[config.mk]
export PLATFORM = sky130hd
export DESIGN_NAME = pwts_timebase
export DESIGN_NICKNAME = d
export VERILOG_FILES = /design/src/pwts_pkg.sv /design/src/pwts_compare_channel.sv /design/src/pwts_timebase.sv
export VERILOG_INCLUDE_DIRS = /design/src
export SDC_FILE = /design/constraint.sdc
export NUM_CORES = 1
export LEC_CHECK = 0
export BUFFER_PORTS_ARGS = -buffer_cell sky130_fd_sc_hd__clkbuf_2
export CAP_MARGIN = 15
export CELL_PAD_IN_SITES_DETAIL_PLACEMENT = 1
export CELL_PAD_IN_SITES_GLOBAL_PLACEMENT = 1
export CORE_ASPECT_RATIO = 0.7
export CORE_MARGIN = 5
export CORE_UTILIZATION = 30
export CTS_CLUSTER_SIZE = 30
export DETAILED_ROUTE_END_ITERATION = 10
export PLACE_DENSITY = 0.62
export SETUP_SLACK_MARGIN = 0.15
export SYNTH_ARGS = -nofsm -noshare
export SYNTH_HDL_FRONTEND = slang
export SYNTH_SLANG_ARGS = --single-unit
[constraint.sdc]
create_clock -name ref_clk -period 4.56 [get_ports ref_clk]
set_input_delay 0.456 -clock ref_clk [delete_from_list [all_inputs] [get_ports ref_clk]]
set_output_delay 0.456 -clock ref_clk [all_outputs]
set_load 0.005 [all_outputs]
[src/pwts_map.svh]
// register offsets, field positions and reset values of the time-base block
`ifndef PWTS_MAP_SVH
`define PWTS_MAP_SVH

`define PWTS_TIMEBASE_CONTROL_IDX 6'h00
`define PWTS_STATUS_IDX           6'h01
`define PWTS_PHASE_VALUE_IDX      6'h03
`define PWTS_TIMEBASE_COUNTER_IDX 6'h04
`define PWTS_PERIOD_VALUE_IDX     6'h05
`define PWTS_COMPARE_CONTROL_IDX  6'h07
`define PWTS_COMPARE_A_VALUE_FINE_IDX        6'h08
`define PWTS_COMPARE_A_VALUE_VALUE_IDX       6'h09
`define PWTS_COMPARE_B_VALUE_VALUE_IDX       6'h0A
`define PWTS_COMPARE_A_VALUE_FINE_MIRROR_IDX 6'h2C
`define PWTS_COMPARE_A_VALUE_MIRROR_IDX      6'h2D
`define PWTS_TICK_START_IDX       6'h30

// timebase_control fields
`define PWTS_MODE_LSB      0
`define PWTS_PHASE_EN_BIT  2
`define PWTS_PERIOD_DL_BIT 3
`define PWTS_SWSYNC_BIT    6
`define PWTS_SYNCSEL_LSB   4
`define PWTS_SYNC_DIR_BIT  13
`define PWTS_DCA_SYNC_BIT  8
`define PWTS_DCB_SYNC_BIT  9
`define PWTS_PRESCALE_LSB  10
// compare_control fields
`define PWTS_LOADA_LSB     0
`define PWTS_LOADB_LSB     2
`define PWTS_DIRECTA_BIT   4
`define PWTS_DIRECTB_BIT   6

`define PWTS_TIMEBASE_CONTROL_RESET   16'h0033
`define PWTS_COMPARE_CONTROL_RESET  16'h0000
`define PWTS_PERIOD_RESET  16'h0000

// master-to-slave sync delay when the tick runs at the system clock
`define PWTS_SYNC_DELAY_CYC 2

`endif

[src/pwts_pkg.sv]
// types shared by the time-base and compare block
package pwts_pkg;
	typedef enum logic [1:0] {
		PWTS_MODE_UP     = 2'h0,
		PWTS_MODE_DOWN   = 2'h1,
		PWTS_MODE_UPDOWN = 2'h2,
		PWTS_MODE_FROZEN = 2'h3
	} pwts_mode_t;

	typedef enum logic [1:0] {
		PWTS_SYNCO_INPUT = 2'h0,
		PWTS_SYNCO_ZERO  = 2'h1,
		PWTS_SYNCO_COMPARE_B_VALUE  = 2'h2,
		PWTS_SYNCO_OFF   = 2'h3
	} pwts_synco_t;

	typedef enum logic [1:0] {
		PWTS_LOAD_ZERO   = 2'h0,
		PWTS_LOAD_PERIOD = 2'h1,
		PWTS_LOAD_BOTH   = 2'h2,
		PWTS_LOAD_NONE   = 2'h3
	} pwts_load_t;

	typedef enum logic [2:0] {
		PWTS_DIR_UP   = 3'h1,
		PWTS_DIR_DOWN = 3'h2,
		PWTS_DIR_HOLD = 3'h4
	} pwts_dir_t;
endpackage

[src/pwts_compare_channel.sv]
// one shadowed compare register with its match detector
`timescale 1ns/10ps
module pwts_compare_channel #(
	parameter int WIDTH = 16
) (
	// clock and reset
	input  wire logic              ref_clk,
	input  wire logic              reset,
	// software access
	input  wire logic              write,
	input  wire logic [WIDTH-1:0]  writeData,
	input  wire logic              directMode,
	input  wire pwts_pkg::pwts_load_t loadPoint,
	output logic       [WIDTH-1:0] readValue,
	// time-base
	input  wire logic              tick,
	input  wire logic [WIDTH-1:0]  counter,
	input  wire logic              zeroMatch,
	input  wire logic              periodMatch,
	output logic                   match,
	output logic       [WIDTH-1:0] activeValue
);
	import pwts_pkg::*;

	logic [WIDTH-1:0] shadowValue;
	wire loadHere = tick && !directMode &&
		((zeroMatch && (loadPoint == PWTS_LOAD_ZERO ||
			loadPoint == PWTS_LOAD_BOTH)) ||
		(periodMatch && (loadPoint == PWTS_LOAD_PERIOD ||
			loadPoint == PWTS_LOAD_BOTH)));

	assign readValue = directMode ? activeValue : shadowValue;
	// only the active copy is compared; its next value keeps the match
	// in step with the counter value that is handed in
	wire [WIDTH-1:0] nextActive =
		(write && directMode) ? writeData :
		(loadHere ? shadowValue : activeValue);
	assign match = (counter == nextActive);

	always_ff @(posedge ref_clk) begin
		if (reset) begin
			shadowValue <= '0;
			activeValue <= '0;
		end else begin
			if (write && !directMode)
				shadowValue <= writeData;
			if (write && directMode)
				activeValue <= writeData;
			else if (loadHere)
				activeValue <= shadowValue;
		end
	end
endmodule

[src/pwts_timebase.sv]
// time-base counter with sync chain, global gate and two compare units
`timescale 1ns/10ps
`include "pwts_map.svh"

// Functional notes
// phase load enable copies phase on sync
// sync reload happens on next tick edge
// sync delay two clocks or one tick
// software force ORed with sync input
// digital compare events may cause sync
// up-down direction after sync follows direction bit
// direction bit ignored in single-direction modes
// no reload when disabled, pass-through kept
// sync output from input, zero or compare-B
// global start gates and aligns all ticks
// software stops ticks before configuring
// up, down, up-down and frozen modes
// count ranges and wrap behaviour per mode
// period shadow loaded at zero unless direct
// separate match events for A and B
// match count per cycle follows mode
// compare shadow at same address, default on
// shadow copy on zero, period or both
// matches only from active compare values
// direct mode accesses active register
// skipped matches after sync are normal
// matches go out with counter direction
// software force is one-cycle, reads zero
// small fields with disable code reserved
module pwts_timebase #(
	parameter int WIDTH = 16,
	parameter int PRESCALE_W = 3
) (
	// clock and reset
	input  wire logic             ref_clk,
	input  wire logic             reset,
	// register port
	input  wire logic [5:0]       address,
	input  wire logic [15:0]      writeData,
	input  wire logic             writeStrobe,
	input  wire logic             readStrobe,
	output logic      [15:0]      readData,
	// sync chain
	input  wire logic             syncInput,
	input  wire logic             digitalCompareAEventOne,
	input  wire logic             digitalCompareBEventOne,
	output logic                  syncOutput,
	// events to the action qualifier
	output logic      [WIDTH-1:0] timebaseCounter,
	output logic                  counterUp,
	output logic                  zeroMatch,
	output logic                  periodMatch,
	output logic                  compareAMatch,
	output logic                  compareBMatch,
	output logic                  timebaseTick
);
	import pwts_pkg::*;

	logic [15:0]           timebaseControl;
	logic [15:0]           compareControl;
	logic [WIDTH-1:0]      phaseValue;
	logic [WIDTH-1:0]      periodActive;
	logic [WIDTH-1:0]      periodShadow;
	logic [15:0]           fineA;
	logic                  globalTickStart;
	logic [PRESCALE_W-1:0] prescaleCount;
	logic                  softSyncPulse;
	logic                  syncPending;
	logic                  counterMax;
	pwts_dir_t             dirState;
	logic [WIDTH-1:0]      cnt;

	// register decode
	wire selCtl   = address == `PWTS_TIMEBASE_CONTROL_IDX;
	wire selSts   = address == `PWTS_STATUS_IDX;
	wire selPhs   = address == `PWTS_PHASE_VALUE_IDX;
	wire selCtr   = address == `PWTS_TIMEBASE_COUNTER_IDX;
	wire selPrd   = address == `PWTS_PERIOD_VALUE_IDX;
	wire selCmpc  = address == `PWTS_COMPARE_CONTROL_IDX;
	wire selFine  = address == `PWTS_COMPARE_A_VALUE_FINE_IDX ||
		address == `PWTS_COMPARE_A_VALUE_FINE_MIRROR_IDX;
	wire selCmpa  = address == `PWTS_COMPARE_A_VALUE_VALUE_IDX ||
		address == `PWTS_COMPARE_A_VALUE_MIRROR_IDX;
	wire selCmpb  = address == `PWTS_COMPARE_B_VALUE_VALUE_IDX;
	wire selStart = address == `PWTS_TICK_START_IDX;

	wire pwts_mode_t mode = pwts_mode_t'(timebaseControl[`PWTS_MODE_LSB +: 2]);
	wire phaseEnable = timebaseControl[`PWTS_PHASE_EN_BIT];
	wire periodDirect = timebaseControl[`PWTS_PERIOD_DL_BIT];
	wire syncDirUp = timebaseControl[`PWTS_SYNC_DIR_BIT];
	wire pwts_synco_t syncSel =
		pwts_synco_t'(timebaseControl[`PWTS_SYNCSEL_LSB +: 2]);
	wire [PRESCALE_W-1:0] prescale =
		timebaseControl[`PWTS_PRESCALE_LSB +: PRESCALE_W];

	// tick: gated by global start; prescaler held at zero while stopped
	// so every module restarts with its first tick on the same edge
	wire tickDue = globalTickStart && (prescaleCount == prescale);
	wire [PRESCALE_W-1:0] prescaleInc =
		PRESCALE_W'(prescaleCount + 1'b1);
	// the tick is a flop, so the counter moves on the edge that sees it
	wire tick = timebaseTick;

	// sync sources; all share the same effect
	wire dcSync = (timebaseControl[`PWTS_DCA_SYNC_BIT] &&
		digitalCompareAEventOne) ||
		(timebaseControl[`PWTS_DCB_SYNC_BIT] &&
		digitalCompareBEventOne);
	wire syncEvent = syncInput || softSyncPulse || dcSync;
	// a pending pulse waits for the next tick edge
	wire syncNow = (syncEvent || syncPending) && tick;
	// a frozen counter stays put; a phase jump may skip a compare
	// event, and that event is not made up afterwards
	wire syncLoad = syncNow && phaseEnable &&
		(mode != PWTS_MODE_FROZEN);

	// counter conditions
	wire atZero = (cnt == '0);
	wire atPeriod = (cnt == periodActive);
	wire abovePeriod = (cnt >= periodActive);
	wire atMax = (cnt == '1);
	wire [WIDTH-1:0] cntInc = WIDTH'(cnt + 1'b1);
	wire [WIDTH-1:0] cntDec = WIDTH'(cnt - 1'b1);

	// direction taken right after a sync load; only up-down asks the bit
	wire pwts_dir_t syncDir =
		(mode == PWTS_MODE_DOWN) ? PWTS_DIR_DOWN :
		(mode == PWTS_MODE_UPDOWN && !syncDirUp) ? PWTS_DIR_DOWN :
		PWTS_DIR_UP;

	// register write decode
	wire wrCtl   = writeStrobe && selCtl;
	wire wrSts   = writeStrobe && selSts;
	wire wrPhs   = writeStrobe && selPhs;
	wire wrCtr   = writeStrobe && selCtr;
	wire wrPrd   = writeStrobe && selPrd;
	wire wrCmpc  = writeStrobe && selCmpc;
	wire wrFine  = writeStrobe && selFine;
	wire wrCmpa  = writeStrobe && selCmpa;
	wire wrCmpb  = writeStrobe && selCmpb;
	wire wrStart = writeStrobe && selStart;

	// the force bit is never stored, so it always reads back as zero
	wire [15:0] swMask = 16'h0001 << `PWTS_SWSYNC_BIT;
	wire [15:0] ctlStored = writeData & ~swMask;
	wire forceSync = wrCtl && writeData[`PWTS_SWSYNC_BIT];
	// status: bit 0 direction, bit 1 sticky counter-at-max flag
	wire clrMax = wrSts && writeData[1];

	// period: shadow copied to active at zero unless direct
	wire periodLoad = tick && atZero && !periodDirect;
	wire [WIDTH-1:0] nextPeriodActive =
		(wrPrd && periodDirect) ? writeData[WIDTH-1:0] :
		periodLoad ? periodShadow :
		periodActive;
	wire [WIDTH-1:0] periodRead =
		periodDirect ? periodActive : periodShadow;

	// compare control fields
	wire pwts_load_t loadPointA =
		pwts_load_t'(compareControl[`PWTS_LOADA_LSB +: 2]);
	wire pwts_load_t loadPointB =
		pwts_load_t'(compareControl[`PWTS_LOADB_LSB +: 2]);
	wire directA = compareControl[`PWTS_DIRECTA_BIT];
	wire directB = compareControl[`PWTS_DIRECTB_BIT];

	logic [WIDTH-1:0]      next_cnt;
	pwts_dir_t             next_dirState;
	logic [WIDTH-1:0]      readValueA;
	logic [WIDTH-1:0]      readValueB;
	logic [WIDTH-1:0]      activeB;
	logic                  matchA;
	logic                  matchB;

	// the units compare against the next counter value, so the
	// registered match events line up with the counter output
	pwts_compare_channel #(
		.WIDTH (WIDTH)
	) u_compareA (
		.ref_clk     (ref_clk),
		.reset       (reset),
		.write       (wrCmpa),
		.writeData   (writeData[WIDTH-1:0]),
		.directMode  (directA),
		.loadPoint   (loadPointA),
		.readValue   (readValueA),
		.tick        (tick),
		.counter     (next_cnt),
		.zeroMatch   (atZero),
		.periodMatch (atPeriod),
		.match       (matchA),
		.activeValue ()
	);

	pwts_compare_channel #(
		.WIDTH (WIDTH)
	) u_compareB (
		.ref_clk     (ref_clk),
		.reset       (reset),
		.write       (wrCmpb),
		.writeData   (writeData[WIDTH-1:0]),
		.directMode  (directB),
		.loadPoint   (loadPointB),
		.readValue   (readValueB),
		.tick        (tick),
		.counter     (next_cnt),
		.zeroMatch   (atZero),
		.periodMatch (atPeriod),
		.match       (matchB),
		.activeValue (activeB)
	);

	// sync output source; the input path passes through even when
	// the phase load is off, so downstream modules still follow
	wire syncOutNext =
		(syncSel == PWTS_SYNCO_INPUT) ? syncEvent :
		(syncSel == PWTS_SYNCO_ZERO) ? (tick && atZero) :
		(syncSel == PWTS_SYNCO_COMPARE_B_VALUE) ? (tick && cnt == activeB) :
		1'b0;

	// read mux
	wire [15:0] statusWord = {14'h0000, counterMax, counterUp};
	wire [15:0] readMux =
		selCtl   ? timebaseControl :
		selSts   ? statusWord :
		selPhs   ? 16'(phaseValue) :
		selCtr   ? 16'(cnt) :
		selPrd   ? 16'(periodRead) :
		selCmpc  ? compareControl :
		selFine  ? fineA :
		selCmpa  ? 16'(readValueA) :
		selCmpb  ? 16'(readValueB) :
		selStart ? {15'h0000, globalTickStart} :
		16'h0000;

	assign timebaseCounter = cnt;

	// counter next state
	always_comb begin
		next_cnt = cnt;
		next_dirState = dirState;
		if (tick) begin
			case (mode)
				PWTS_MODE_UP: begin
					next_dirState = PWTS_DIR_UP;
					next_cnt = abovePeriod ? '0 : cntInc;
				end
				PWTS_MODE_DOWN: begin
					next_dirState = PWTS_DIR_DOWN;
					next_cnt = atZero ? periodActive : cntDec;
				end
				PWTS_MODE_UPDOWN: begin
					case (dirState)
						PWTS_DIR_DOWN: begin
							if (atZero) begin
								next_dirState = PWTS_DIR_UP;
								next_cnt = cntInc;
							end else begin
								next_cnt = cntDec;
							end
						end
						default: begin
							if (abovePeriod) begin
								next_dirState = PWTS_DIR_DOWN;
								next_cnt = cntDec;
							end else begin
								next_dirState = PWTS_DIR_UP;
								next_cnt = cntInc;
							end
						end
					endcase
				end
				default: begin
					next_dirState = PWTS_DIR_HOLD;
				end
			endcase
			if (syncLoad) begin
				next_cnt = phaseValue;
				next_dirState = syncDir;
			end
		end
		// a software write to the counter wins over counting
		if (wrCtr) begin
			next_cnt = writeData[WIDTH-1:0];
		end
	end

	// prescaler and tick
	always_ff @(posedge ref_clk) begin
		if (reset || !globalTickStart) begin
			prescaleCount <= '0;
			timebaseTick <= 1'b0;
		end else begin
			prescaleCount <= tickDue ? '0 : prescaleInc;
			timebaseTick <= tickDue;
		end
	end

	// control registers
	always_ff @(posedge ref_clk) begin
		if (reset) begin
			timebaseControl <= `PWTS_TIMEBASE_CONTROL_RESET;
			compareControl <= `PWTS_COMPARE_CONTROL_RESET;
			phaseValue <= '0;
			fineA <= '0;
			globalTickStart <= 1'b0;
			softSyncPulse <= 1'b0;
		end else begin
			if (wrCtl)
				timebaseControl <= ctlStored;
			if (wrCmpc)
				compareControl <= writeData;
			if (wrPhs)
				phaseValue <= writeData[WIDTH-1:0];
			if (wrFine)
				fineA <= writeData;
			if (wrStart)
				globalTickStart <= writeData[0];
			softSyncPulse <= forceSync;
		end
	end

	// period registers
	always_ff @(posedge ref_clk) begin
		if (reset) begin
			periodActive <= WIDTH'(`PWTS_PERIOD_RESET);
			periodShadow <= WIDTH'(`PWTS_PERIOD_RESET);
		end else begin
			periodActive <= nextPeriodActive;
			if (wrPrd && !periodDirect)
				periodShadow <= writeData[WIDTH-1:0];
		end
	end

	// counter and direction
	always_ff @(posedge ref_clk) begin
		if (reset) begin
			cnt <= '0;
			dirState <= PWTS_DIR_HOLD;
			counterUp <= 1'b0;
		end else begin
			cnt <= next_cnt;
			dirState <= next_dirState;
			counterUp <= (next_dirState == PWTS_DIR_UP);
		end
	end

	// sync bookkeeping; a set and a clear in one cycle keep the set
	always_ff @(posedge ref_clk) begin
		if (reset) begin
			syncPending <= 1'b0;
			syncOutput <= 1'b0;
			counterMax <= 1'b0;
		end else begin
			if (syncEvent && !tick)
				syncPending <= 1'b1;
			else if (tick)
				syncPending <= 1'b0;
			syncOutput <= syncOutNext;
			if (atMax)
				counterMax <= 1'b1;
			else if (clrMax)
				counterMax <= 1'b0;
		end
	end

	// events for the action qualifier, aligned with the counter output
	always_ff @(posedge ref_clk) begin
		if (reset) begin
			zeroMatch <= 1'b0;
			periodMatch <= 1'b0;
			compareAMatch <= 1'b0;
			compareBMatch <= 1'b0;
		end else begin
			zeroMatch <= (next_cnt == '0);
			periodMatch <= (next_cnt == nextPeriodActive);
			compareAMatch <= matchA;
			compareBMatch <= matchB;
		end
	end

	// read data stands only in the cycle after the read strobe
	always_ff @(posedge ref_clk) begin
		if (reset) begin
			readData <= '0;
		end else if (readStrobe) begin
			readData <= readMux;
		end else begin
			readData <= '0;
		end
	end
endmodule

After elaboration in Yosys (flattened, before gate mapping):

Index checks and enable logic that the tools add are counted.
W data, S select, Z words.

* $add $sub $neg: 3
* order comparisons: 1
* equal/unequal tests: 29
* mux-type cells: 43
* bitwise operators: 1
* reduce and logical (&&, ||, !) cells: 68

Operators with widths (count)
* $mux W16: 26
* $eq A16 B16 Y1: 5
* $pmux W16 S3: 1
* $logic_and A1 B1 Y1: 37
* $logic_not A16 Y1: 2
* $eq A6 B3 Y1 const B: 3
* $eq A6 B4 Y1 const B: 3
* $eq A6 B6 Y1 const B: 3
* $add A16 B1 Y16 const B: 1
* $eq A16 B16 Y1 const B: 1
* $ge A16 B16 Y1: 1
* $sub A16 B1 Y16 const B: 1
* $logic_or A1 B1 Y1: 13
* $mux W3: 4
* $pmux W3 S3: 1
* $eq A2 B1 Y1 const B: 4
* $eq A2 B2 Y1 const B: 4
* $logic_not A2 Y1: 4
* $mux W1: 8
* $eq A6 B1 Y1 const B: 1
* $eq A6 B2 Y1 const B: 1
* $logic_not A1 Y1: 6
* $logic_not A6 Y1: 1
* $mux W2: 3
* other kinds (9): 11

* register bits: 208
* input bits: 29
* word-level logic and storage cells: 171

Depth between registers and ports, before layout:

Gate-level depths: netlist of the first run.

* word-level depth: 11
* mapped depth: 15
* depth with buffers taken out: 12

Modules after synthesis:

Synthesis of the first run repeated with hierarchy kept, for this count alone.

* cell total of the unflattened synthesis: 1717
* area total of the unflattened synthesis: 13392.8 µm²

Modules (own cells, without submodules)
* pwts_timebase: instances 1, cells each 1261, area an instance 9278.9 µm²
* pwts_compare_channel: instances 2, cells each 228, area an instance 2057.0 µm²

Worst setup path before layout of the first run:

Ideal clock, no wire load.

* path type: reg-to-reg
* from: reg cnt[0], in the netlist timebaseCounter[0]
* to: reg compareAMatch
* arrival: 3.802 ns
* data required time: 4.472 ns
* setup slack: 0.670 ns
* stages on the path, launching flop included: 14
* path buffers: 2
* period minus slack after synthesis: 3.890 ns
* cells stage by stage: dfxtp_1 clkbuf_1 inv_1 ha_1 or3b_2 clkbuf_1 nor4_4 a32oi_4 mux2i_1 o21ai_0 mux2_2 a2111oi_0 nand4_1 nor4_2

* longest elaborated chain between the ends: 8
* elaborated cells on any way between the ends: 21
* classes of those cells: add/sub: 2; order compare: 1; eq/ne: 2; mux: 11; reduce/logical: 5

RTL lines
* start: declaration: line pwts_timebase.sv:71 `logic [WIDTH-1:0] cnt;`
* start signal: assignment: line pwts_timebase.sv:342 `cnt <= next_cnt;`
* $add A16 B1 Y16, or another cell as far along: line pwts_timebase.sv:122 `wire [WIDTH-1:0] cntInc = WIDTH'(cnt + 1'b1);`
* $mux W16 (on tied branches): line pwts_timebase.sv:263, pwts_timebase.sv:255
* $mux W16: line pwts_timebase.sv:253 `case (dirState)`
* $pmux W16 S3: line pwts_timebase.sv:243 `case (mode)`
* $mux W16: line pwts_timebase.sv:277 `if (syncLoad) begin`
* $mux W16: line pwts_timebase.sv:242 `if (tick) begin`
* $mux W16: line pwts_timebase.sv:283 `if (wrCtr) begin`
* $eq A16 B16 Y1 *: line pwts_compare_channel.sv:38 `assign match = (counter == nextActive);`
* end signal: assignment: line pwts_timebase.sv:377 `compareAMatch <= matchA;`
* end: declaration: line pwts_timebase.sv:53 `output logic compareAMatch,`

Mark *: on every way between the ends. The rest lies on a longest branch, timed or not.
A chain may end at the register's enable or synchronous reset.

Worst setup path after layout of the first run:

* from: reg cnt[1], in the netlist timebaseCounter[1]
* to: reg zeroMatch

* longest elaborated chain between the ends: 8
* elaborated cells on any way between the ends: 14
* classes of those cells: add/sub: 2; order compare: 1; mux: 9; reduce/logical: 2

RTL lines
* $add A16 B1 Y16, or another cell as far along: line pwts_timebase.sv:122
* $mux W16 (on tied branches): line pwts_timebase.sv:263, pwts_timebase.sv:255
* $mux W16: line pwts_timebase.sv:253
* $pmux W16 S3: line pwts_timebase.sv:243
* $mux W16: line pwts_timebase.sv:277
* $mux W16 *: line pwts_timebase.sv:242
* $mux W16 *: line pwts_timebase.sv:283
* $logic_not A16 Y1 *: line pwts_timebase.sv:375 `zeroMatch <= (next_cnt == '0);`
* end signal: assignment: line pwts_timebase.sv:375
* end: declaration: line pwts_timebase.sv:51 `output logic zeroMatch,`

Marked as above.

==> metrics.yaml, run 1 <==
run_status:
  status: "complete, no violations"
route:
  avgViaCountPerCell: 6.10
  antenna_left: 0
  vias: 14705
  dr.first_iter.drc_count: 1800
  drt_pass1_iterations: 6
  wire_per_inst_um: 31.5
  drc: 0
  wl_mm: 75.8
synth:
  synth-seq-cells: 208
  synth_top_cell_area_share: 0.319
  ys_top_cells_by_area: "dfxtp_1 32%, mux2i_1 8.3%, nand2_1 7.7%, nor2_1 5.5%, a21oi_1 5.2%"
  synth-seq-area-share: 0.319
  synth_area_mm2: 0.0130
  netlist_instances: 1723
  synth_fp_nets: 1775
  synth_top_flop_cell: "dfxtp_1"
  yosysWarnings: 0
  ys_types: 89
  synth_edf_count: 0
  async_reset_ff_frac: 0
  avgSynthCellArea_um2: 7.57
  yosysTopAreaCell: "dfxtp_1"
setup_path:
  r2r_cells: 13
  path_class: "reg -> reg"
  crit_path_max_fanout: 6
  r2r_end: "zeroMatch"
  critPathRequiredTime_ps: 4960
  crit_arrival_ps: 4660
  r2r_start: "timebaseCounter[1]"
  r2r_setup_slack_ps: 300
  start_kind: "flop"
  end_kind: "flop"
cts:
  cts_tree: "done"
  cts_num_sinks: 208
  cts_buffer_depth: 3
  clk_latency_ps: 580
  cts-root-buf: "clkbuf_16"
  cts_inserted_buffers: 25
  clk_pin_slew_worst_paths_ps: 70
  htree_levels: 1
sta:
  final-setup-viol-count: 0
  maxSlewViolCount: 0
  setup_slack_ps: 298
  hold_viol: 0
  tns_ps: 0
  rsz0062_at_grt: "yes"
  min_period_ps: 4260
  fin_skew_ps: 36.4
  fmax_ghz: 0.235
  worst_slew_pin_slew_ps: 1150
  relSlewSlack: 0.226
  fin_crit_sh: 0.935
grt:
  grt_pass1_vias: 14208
  overflow: 0
  grt.total_usage: 0.305
  antenna_found_initial: 4
  grt_first_pass_wirelength_mm: 106
  grt_max_degree: 115
floorplan:
  coreArea_mm2: 0.0426
  initial_core_util: 0.306
  fp.dieW_um: 259
  die_h_um: 184
  rows: 63
  die_area_mm2: 0.0478
  io_pins: 68
power:
  pwr_density_cell_mw_per_mm2: 346
  ir_drop_mv: 0.240
  p_leak_nw: 5.95
cells_and_area:
  syn_to_final_growth_pct: 18.6
  drive_gt1_frac: 0.152
  n_antenna_cell: 0
  final_net_count: 1858
hold_path:
  hp-start: "writeData[4]"
  hold_end: "periodShadow[4]"
  hp-class: "in -> reg"
  holdPathStages: 3
placement:
  finalWeightedCongestion: 1.03
  hpwl_mm: 57.7
  place_ws_ps: 288
  io_buffers: 67
job:
  max-cap-violations: 0
==> repair_timing <==
item                       4_1_cts  5_1_grt
setup buffers                    0        1
resized for setup                0       13
setup endpoints to repair        0        4
hold buffers                     0        0
==> synthesized netlist by cell type, types with 9 or more instances <==
cell type,number
xnor2_1,46
ha_1,23
o21ai_0,65
nand2_1,268
nor4_1,26
o221ai_1,11
nand3_1,63
a211oi_1,11
dfxtp_1,208
nand2b_1,11
xor2_1,22
buf_1,12
nand4_1,30
a21oi_1,136
clkbuf_1,109
o2111ai_1,9
o211ai_1,13
or3_1,15
a221oi_1,20
inv_1,39
nor2_1,191
o31ai_1,11
nor3_1,35
o22ai_1,15
mux2i_1,108
a21o_1,14
a31oi_1,17
and2_1,20
buf_2,9
o21ai_1,10
==> cells by family (layout without fill, tap and decap cells) <==
family / count (synthesis) / after routing / synth area share
compound gates: 425 / 425 / 0.220
xor+xnor: 68 / 68 / 0.0457
flops: 208 / 208 / 0.319
mux: 114 / 114 / 0.0884
buf+inv: 170 / 271 / 0.0498
simple gates: 715 / 715 / 0.254
fa+ha+maj: 23 / 23 / 0.0221
==> per-layer routing <==
layer,wire (um),GRT usage
met5,7,0
met4,1720,0.0627
met3,9160,0.109
met2,29700,0.422
met1,35200,0.453
==> final cells by class <==
class                      instances  area, um2
fill                            5165      27200
tap                              585        732
clock buffer                      32        702
sequential                       208       4160
multi-input combinational       1345       8300
clock inverter                    13        130
inverter                          40        150
timing repair buffer             186       1280
==> worst max path at each step <==
| stage | slack, ps | start | cells after the start | end |
|---|---|---|---|---|
| after global placement | 270 | periodActive[7] | 12 | compareBMatch |
| after detailed placement | 290 | address[3] | 12 | compareBMatch |
| after floorplan | 670 | timebaseCounter[0] | 13 | compareAMatch |
| after CTS | 250 | periodActive[7] | 13 | compareBMatch |
| after global routing | 140 | timebaseCounter[0] | 13 | compareAMatch |
| final | 300 | timebaseCounter[1] | 13 | zeroMatch |
==> power by group <==
part | switching [mW] | total (mW) | internal (mW) | leakage, nW
logic | 0.964 | 1.38 | 0.417 | 3.88
clock network | 0.934 | 2.10 | 1.16 | 0.400
registers | 0.0232 | 1.87 | 1.84 | 1.68
total | 1.92 | 5.34 | 3.42 | 5.95
==> layout by cell type (no fill, tap or decap), drive strengths merged, types with 22 or more instances in the layout <==
master,n
mux2i,108
xor2,22
ha,23
xnor2,46
nand2,269
inv,43
dfxtp,208
nor3,37
nand4,31
nor4,28
a21oi,139
buf,120
nor2,191
o21ai,76
clkbuf,98
nand3,64
==> metrics by stage <==
stage	hold slack, ps	utilization	std cells	instance area [um2]	power [mW]
6_report	219	0.363	2409	15500	5.34
3_3_place_gp	443	0.341	2361	14500	3.20
2_1_floorplan	425	-	1723	13000	2.56
3_5_place_dp	451	0.341	2361	14500	3.18
5_1_grt	218	0.363	2409	15500	5.49
4_1_cts	200	0.360	2406	15400	5.26
==> worst max-delay path, cell delays in order, from the launching register on <==
cell and delay (ps):
dfxtp_1 400, inv_1 110, ha_1 230, or3b_2 560, nor4_4 380, buf_6 220, a211oi_1 110, a221oi_1 660
o311a_1 350, buf_4 160, or3_1 160, nand2_1 60, nand4b_1 170, nor4_1 500
Power figures use the tool's default switching activity.
==> run 2: changes to the inputs <==
--- a/config.mk
+++ b/config.mk
@@ -16,7 +16,9 @@
 export CTS_CLUSTER_SIZE = 30
 export DETAILED_ROUTE_END_ITERATION = 10
 export PLACE_DENSITY = 0.62
+export RECOVER_POWER = 25
 export SETUP_SLACK_MARGIN = 0.15
+export SLEW_MARGIN = 20
 export SYNTH_ARGS = -nofsm -noshare
 export SYNTH_HDL_FRONTEND = slang
 export SYNTH_SLANG_ARGS = --single-unit
==> run 2 against run 1 <==
Compared with the run above: the run now ends with capacitance limit, slew limit left; clock power hardly changed; clock skew shrank 2.2 ps; global-route usage unchanged; utilization fell by 0.14 points; final cell count about the same; setup slack improved by 72 ps; critical path depth is 1 lower; cell area fell by 0.38%; critical path type unchanged; largest cell class unchanged.
==> metrics.yaml, run 2 (synthesized netlist as in run 1, its figures left out) <==
grt:
  grt_max_degree: 115  # unchanged
  grt_first_pass_wirelength_mm: 106  # unchanged
  grt.total_usage: 0.305  # unchanged
  grt_pass1_vias: 14208  # unchanged
  antenna_found_initial: 4  # unchanged
  overflow: 0  # unchanged
job:
  max-cap-violations: 2  # +2
cells_and_area:
  final_area_mm2: 0.0154  # -0.38%
  final_net_count: 1856  # -0.11%
  fin_cells: 2408  # -0.042%
  final_cell_mix: "268 x nand2_1, 208 x dfxtp_1, 186 x nor2_1"
  syn_to_final_growth_pct: 18.2
  nFillCells: 5175  # +0.19%
  drive_gt1_frac: 0.142  # -0.0108
  layout_commonest_cell: "nand2_1"
route:
  drt_pass1_iterations: 5  # -1
  dr.first_iter.drc_count: 1790  # -0.56%
  drc: 0  # unchanged
  wl_mm: 75.8  # about the same
  antenna_left: 0  # unchanged
  avgViaCountPerCell: 6.13  # +0.46%
  wire_per_inst_um: 31.5  # +0.11%
  vias: 14767  # +0.42%
cts:
  cts_inserted_buffers: 25  # unchanged
  clk_latency_ps: 580  # about the same
  cts_buffer_depth: 3  # unchanged
  cts-root-buf: "clkbuf_16"
  cts_num_sinks: 208  # unchanged
  cts_tree: "done"
  htree_levels: 1  # unchanged
  clk_pin_slew_worst_paths_ps: 70  # about the same
sta:
  fin_skew_ps: 34.2  # -2.25 ps
  tns_ps: 0  # unchanged
  rsz0062_at_grt: "yes"
  fin_crit_sh: 0.919  # -0.0158
  final-setup-viol-count: 0  # unchanged
  worst_slew_pin_slew_ps: 2950  # +1790 ps
  maxSlewViolCount: 166  # +166
  fmax_ghz: 0.239  # +1.7%
  hold_viol: 0  # unchanged
  holdWs_ps: 207  # -11.7 ps
  relSlewSlack: -0.965  # -1.19
  min_period_ps: 4190  # -71.9 ps
power:
  ir_drop_mv: 0.238  # -0.87%
  p_leak_nw: 5.87  # -1.5%
  pwr_density_cell_mw_per_mm2: 347  # +0.39%
  power_mw: 5.34  # about the same
setup_path:
  crit_path_max_fanout: 7  # +1
  critPathRequiredTime_ps: 5030  # +70 ps
  start_kind: "flop"
  r2r_cells: 12  # -1
  path_class: "reg -> reg"
  end_kind: "flop"
  crit_arrival_ps: 4660  # about the same
floorplan:
  coreArea_mm2: 0.0426  # unchanged
  rows: 63  # unchanged
  fp.dieW_um: 259  # unchanged
  initial_core_util: 0.306  # unchanged
  die_h_um: 184  # unchanged
  die_area_mm2: 0.0478  # unchanged
  io_pins: 68  # unchanged
placement:
  placed_area_mm2: 0.0145  # unchanged
  io_buffers: 67  # unchanged
  placedCellCount: 2361  # unchanged
  finalWeightedCongestion: 1.03  # unchanged
  hpwl_mm: 57.7  # unchanged
run_status:
  status: "finished, violations left"
  violations: "capacitance limit, slew limit"
hold_path:
  holdPathStages: 3  # unchanged
  hp-class: "in -> reg"
run 2: cell types whose count changed in the layout (fill, tap and decap cells not counted):
| cell | delta |
|---|---|
| buf_12 | -1 |
| buf_6 | -3 |
| diode_2 | +1 |
| buf_4 | -2 |
| clkbuf_1 | +19 |
| nor3_4 | +1 |
| nor2_1 | -1 |
| clkbuf_4 | +1 |
| nor3_2 | -1 |
| clkbuf_2 | -16 |
| nor2_2 | +1 |
run 2: layer usage:
layer	wire length, um	up-vias	track usage
met5	13	-	0
met4	1830	2	0.0627
met3	9370	121	0.109
met2	29500	834	0.422
met1	35100	7438	0.453
li1	-	6372	-
run 2: report_power, final:
part | leakage (nW) | internal [mW] | switching, mW | total (mW)
clock network | 0.400 | 1.16 | 0.936 | 2.10
registers | 1.68 | 1.84 | 0.0234 | 1.87
logic | 3.79 | 0.412 | 0.966 | 1.38
total | 5.87 | 3.42 | 1.93 | 5.34
run 2: final timing paths:
path,startpoint,end,slack [ps]
max,periodActive[7],compareAMatch,370
min,writeData[4],periodShadow[4],210
max reg2reg,periodActive[7],compareAMatch,370
min reg2reg,fineA[2],fineA[2],460
run 2: stage by stage:
stage               setup WS, ps   util
finish                       369  0.361
global route                 143  0.361
CTS                          249  0.360
detailed placement           288  0.341
global placement             271  0.341
floorplan                    670      -
run 2: repair_timing:
action,4_1_cts,5_1_grt
resized for setup,0,13
hold buffers,0,0
endpoints found under the setup margin,0,4
buffers inserted,0,1
run 2: area by class of cell:
cell class	instances	area (um2)	share of cell area
multi-input combinational	1345	8310	0.539
sequential	208	4160	0.270
timing repair buffer	184	1210	0.0788
tap	585	732	0.0475
clock buffer	32	702	0.0456
inverter	40	150	0.00975
clock inverter	13	130	0.00845
antenna	1	2.50	0.000162
run 2: critical path, stage by stage (launching register included):
cell and delay (ps):
dfxtp_1 470, inv_1 80, ha_1 310, nand4_1 250, or3_1 480, o32a_1 500
a311oi_1 310, a31oi_1 90, a21boi_0 570, xnor2_1 140, a2111oi_0 430, nand4_1 160
nor4_2 290
==> run 3: changes to the inputs <==
--- a/config.mk
+++ b/config.mk
@@ -10,11 +10,11 @@
 export CAP_MARGIN = 15
 export CELL_PAD_IN_SITES_DETAIL_PLACEMENT = 1
 export CELL_PAD_IN_SITES_GLOBAL_PLACEMENT = 1
-export CORE_ASPECT_RATIO = 0.7
 export CORE_MARGIN = 5
 export CORE_UTILIZATION = 30
 export CTS_CLUSTER_SIZE = 30
 export DETAILED_ROUTE_END_ITERATION = 10
+export MAX_ROUTING_LAYER = met4
 export PLACE_DENSITY = 0.62
 export RECOVER_POWER = 25
 export SETUP_SLACK_MARGIN = 0.15
==> run 3 against run 2 <==
Compared with the run above: first-iteration DRC count down 3.6%; sequential power hardly changed; the flow still finishes with violations (capacitance limit, slew limit); die area shrank 0.14%; critical endpoint is now compareBMatch; largest power group unchanged; critical path depth is 1 lower.
==> metrics.yaml, run 3 (synthesized netlist as in run 1, its figures left out) <==
floorplan:
  io_pins: 68  # unchanged
  rows: 76  # +21%
  initial_core_util: 0.303  # -0.00306
  fp.dieW_um: 218  # -16%
  die_h_um: 218  # +18%
  coreArea_mm2: 0.0431  # +1.0%
  die_area_mm2: 0.0477  # -0.14%
route:
  drc: 0  # unchanged
  avgViaCountPerCell: 5.99  # -2.3%
  antenna_left: 0  # unchanged
  dr.first_iter.drc_count: 1726  # -3.6%
  vias: 14545  # -1.5%
  drt_pass1_iterations: 9  # +4
  wl_mm: 75.4  # -0.52%
  wire_per_inst_um: 31.1  # -1.3%
sta:
  hold_viol: 0  # unchanged
  worst_slew_pin_slew_ps: 1850  # -1100 ps
  maxSlewViolCount: 107  # -36%
  min_period_ps: 4260  # +71.5 ps
  fin_skew_ps: 18.4  # -15.8 ps
  setup_slack_ps: 298  # -71.5 ps
  relSlewSlack: -0.230  # +0.735
  rsz0062_at_grt: "no"
  fin_crit_sh: 0.935  # +0.0157
  final-setup-viol-count: 0  # unchanged
  fmax_ghz: 0.235  # -1.7%
  tns_ps: 0  # unchanged
setup_path:
  start_kind: "flop"
  crit_arrival_ps: 4760  # +100 ps
  max_stage_delay_ps: 730  # +160 ps
  cp_slowest_cell: "clkbuf_1"
  r2r_end: "compareBMatch"
  path_depth: 11  # -1
  end_kind: "flop"
  crit_path_end: "compareBMatch"
  r2r_cells: 11  # -1
  crit_path_start: "timebaseCounter[15]"
  path_class: "reg -> reg"
  crit_path_max_fanout: 10  # +3
  critPathRequiredTime_ps: 5060  # +30 ps
  r2r_start: "timebaseCounter[15]"
  crit_family: "simple AND/OR/NAND/NOR gates"
  path_cells: "clkbuf_1, or3_1, nor2_1, buf_4, a31oi_1, nand3_1, o21ai_1, o221ai_1, or4_1, nor4_1, and4_1"
  r2r_setup_slack_ps: 300  # -70 ps
  crit_buf_inv: 2  # +1
cts:
  cts_tree: "done"
  cts_setup_buffers: 0  # unchanged
  clk_latency_ps: 570  # about the same
  ctsHoldBuffers: 0  # unchanged
  htree_levels: 1  # unchanged
  cts_num_sinks: 208  # unchanged
  clk_pin_slew_worst_paths_ps: 70  # about the same
  cts_buffer_depth: 3  # unchanged
  cts_inserted_buffers: 27  # +8.0%
  cts-root-buf: "clkbuf_16"
hold_path:
  holdPathStages: 3  # unchanged
  hp-class: "in -> reg"
cells_and_area:
  n_antenna_cell: 0  # -1
  layout_commonest_cell: "nand2_1"
  final_cell_mix: "268 x nand2_1, 208 x dfxtp_1, 187 x nor2_1"
  multiInputGateArea_mm2: 0.00827  # -0.50%
  final_net_count: 1874  # +0.97%
  syn_to_final_growth_pct: 19.3
  nFillCells: 5211  # +0.70%
  regArea_mm2: 0.00416  # unchanged
  drive_gt1_frac: 0.143  # +0.00172
run_status:
  violations: "capacitance limit, slew limit"
  status: "finished, violations left"
grt:
  grt_pass1_vias: 14277  # +0.49%
  overflow: 0  # unchanged
  gr-usage-met2: 0.494  # +0.0716
  use_met1: 0.417  # -0.0359
  top_usage_layer: "met2"
  antenna_found_initial: 3  # -1
  grt.total_usage: 0.315  # +0.00986
  grt_max_degree: 68  # -41%
  grt_first_pass_wirelength_mm: 107  # +1.0%
  grtUsageMet3: 0.0414  # -0.0679
power:
  ir_drop_mv: 0.264  # +11%
  power_mw: 5.51  # +3.1%
  p_leak_nw: 5.98  # +1.9%
  pwr_density_cell_mw_per_mm2: 354  # +2.1%
job:
  max-cap-violations: 2  # unchanged
placement:
  finalWeightedCongestion: 1.05  # +1.9%
  place_ws_ps: 184  # -103 ps
  hpwl_mm: 57.5  # -0.33%
  io_buffers: 67  # unchanged
==> run 3: cell count changes in the layout (fill, tap and decap cells not counted), sizes merged <==
cell | previous run | this run
clkbuf | 102 | 107
clkinv | 5 | 9
buf | 114 | 126
clkinvlp | 4 | 2
diode | 1 | 0
bufinv | 1 | 4
inv | 43 | 41
==> run 3: final cells by class <==
class | count | share of cell area
clock buffers | 33 | 0.0481
flip-flops and latches | 208 | 0.268
clock inverters | 16 | 0.0128
well taps | 585 | 0.0470
repair buffers | 200 | 0.0834
inverters | 40 | 0.00965
multi-input cells | 1345 | 0.531
==> run 3: what timing repair did <==
item                                    in CTS  in global routing
endpoints found under the setup margin       0                  2
gates resized for setup                      0                  1
hold endpoints to repair                     0                  0
==> run 3: worst min-delay path by stage <==
stage	startpoint	endpoint	slack (ps)
3_5_place_dp	fineA[5]	fineA[5]	450
4_1_cts	readStrobe	readData[0]	170
6_report	readStrobe	readData[0]	180
3_3_place_gp	fineA[10]	fineA[10]	440
5_1_grt	readStrobe	readData[0]	200
2_1_floorplan	timebaseControl[14]	readData[14]	420
==> run 3: routing by layer <==
metal	part of all wire	wire length, um	up-vias
met3	0.067	5030	186
met2	0.46	34400	669
met5	0	0	-
met1	0.43	32500	7289
met4	0.047	3540	0
li1	-	-	6401
==> run 3: worst reg2reg max path, cell delays in order (launching register included) <==
cell and delay (ps):
dfxtp_1 350, clkbuf_1 730, or3_1 560, nor2_1 250, buf_4 230, a31oi_1 350, nand3_1 160, o21ai_1 360
o221ai_1 230, or4_1 540, nor4_1 240, and4_1 200
==> run 3: report_power, final <==
group	leakage (nW)	internal (mW)	switching, mW
Sequential	1.68	1.84	0.0297
Clock	0.469	1.39	0.920
Combinational	3.83	0.416	0.906
==> run 3: stage by stage <==
step                       util  cells  hold WS (ps)  instance area (um2)
after global routing      0.361   2427           200                15600
final                     0.361   2427           179                15600
after global placement    0.340   2378           442                14600
after detailed placement  0.340   2378           447                14600
after CTS                 0.362   2427           168                15600
after floorplan               -   1723           425                13000
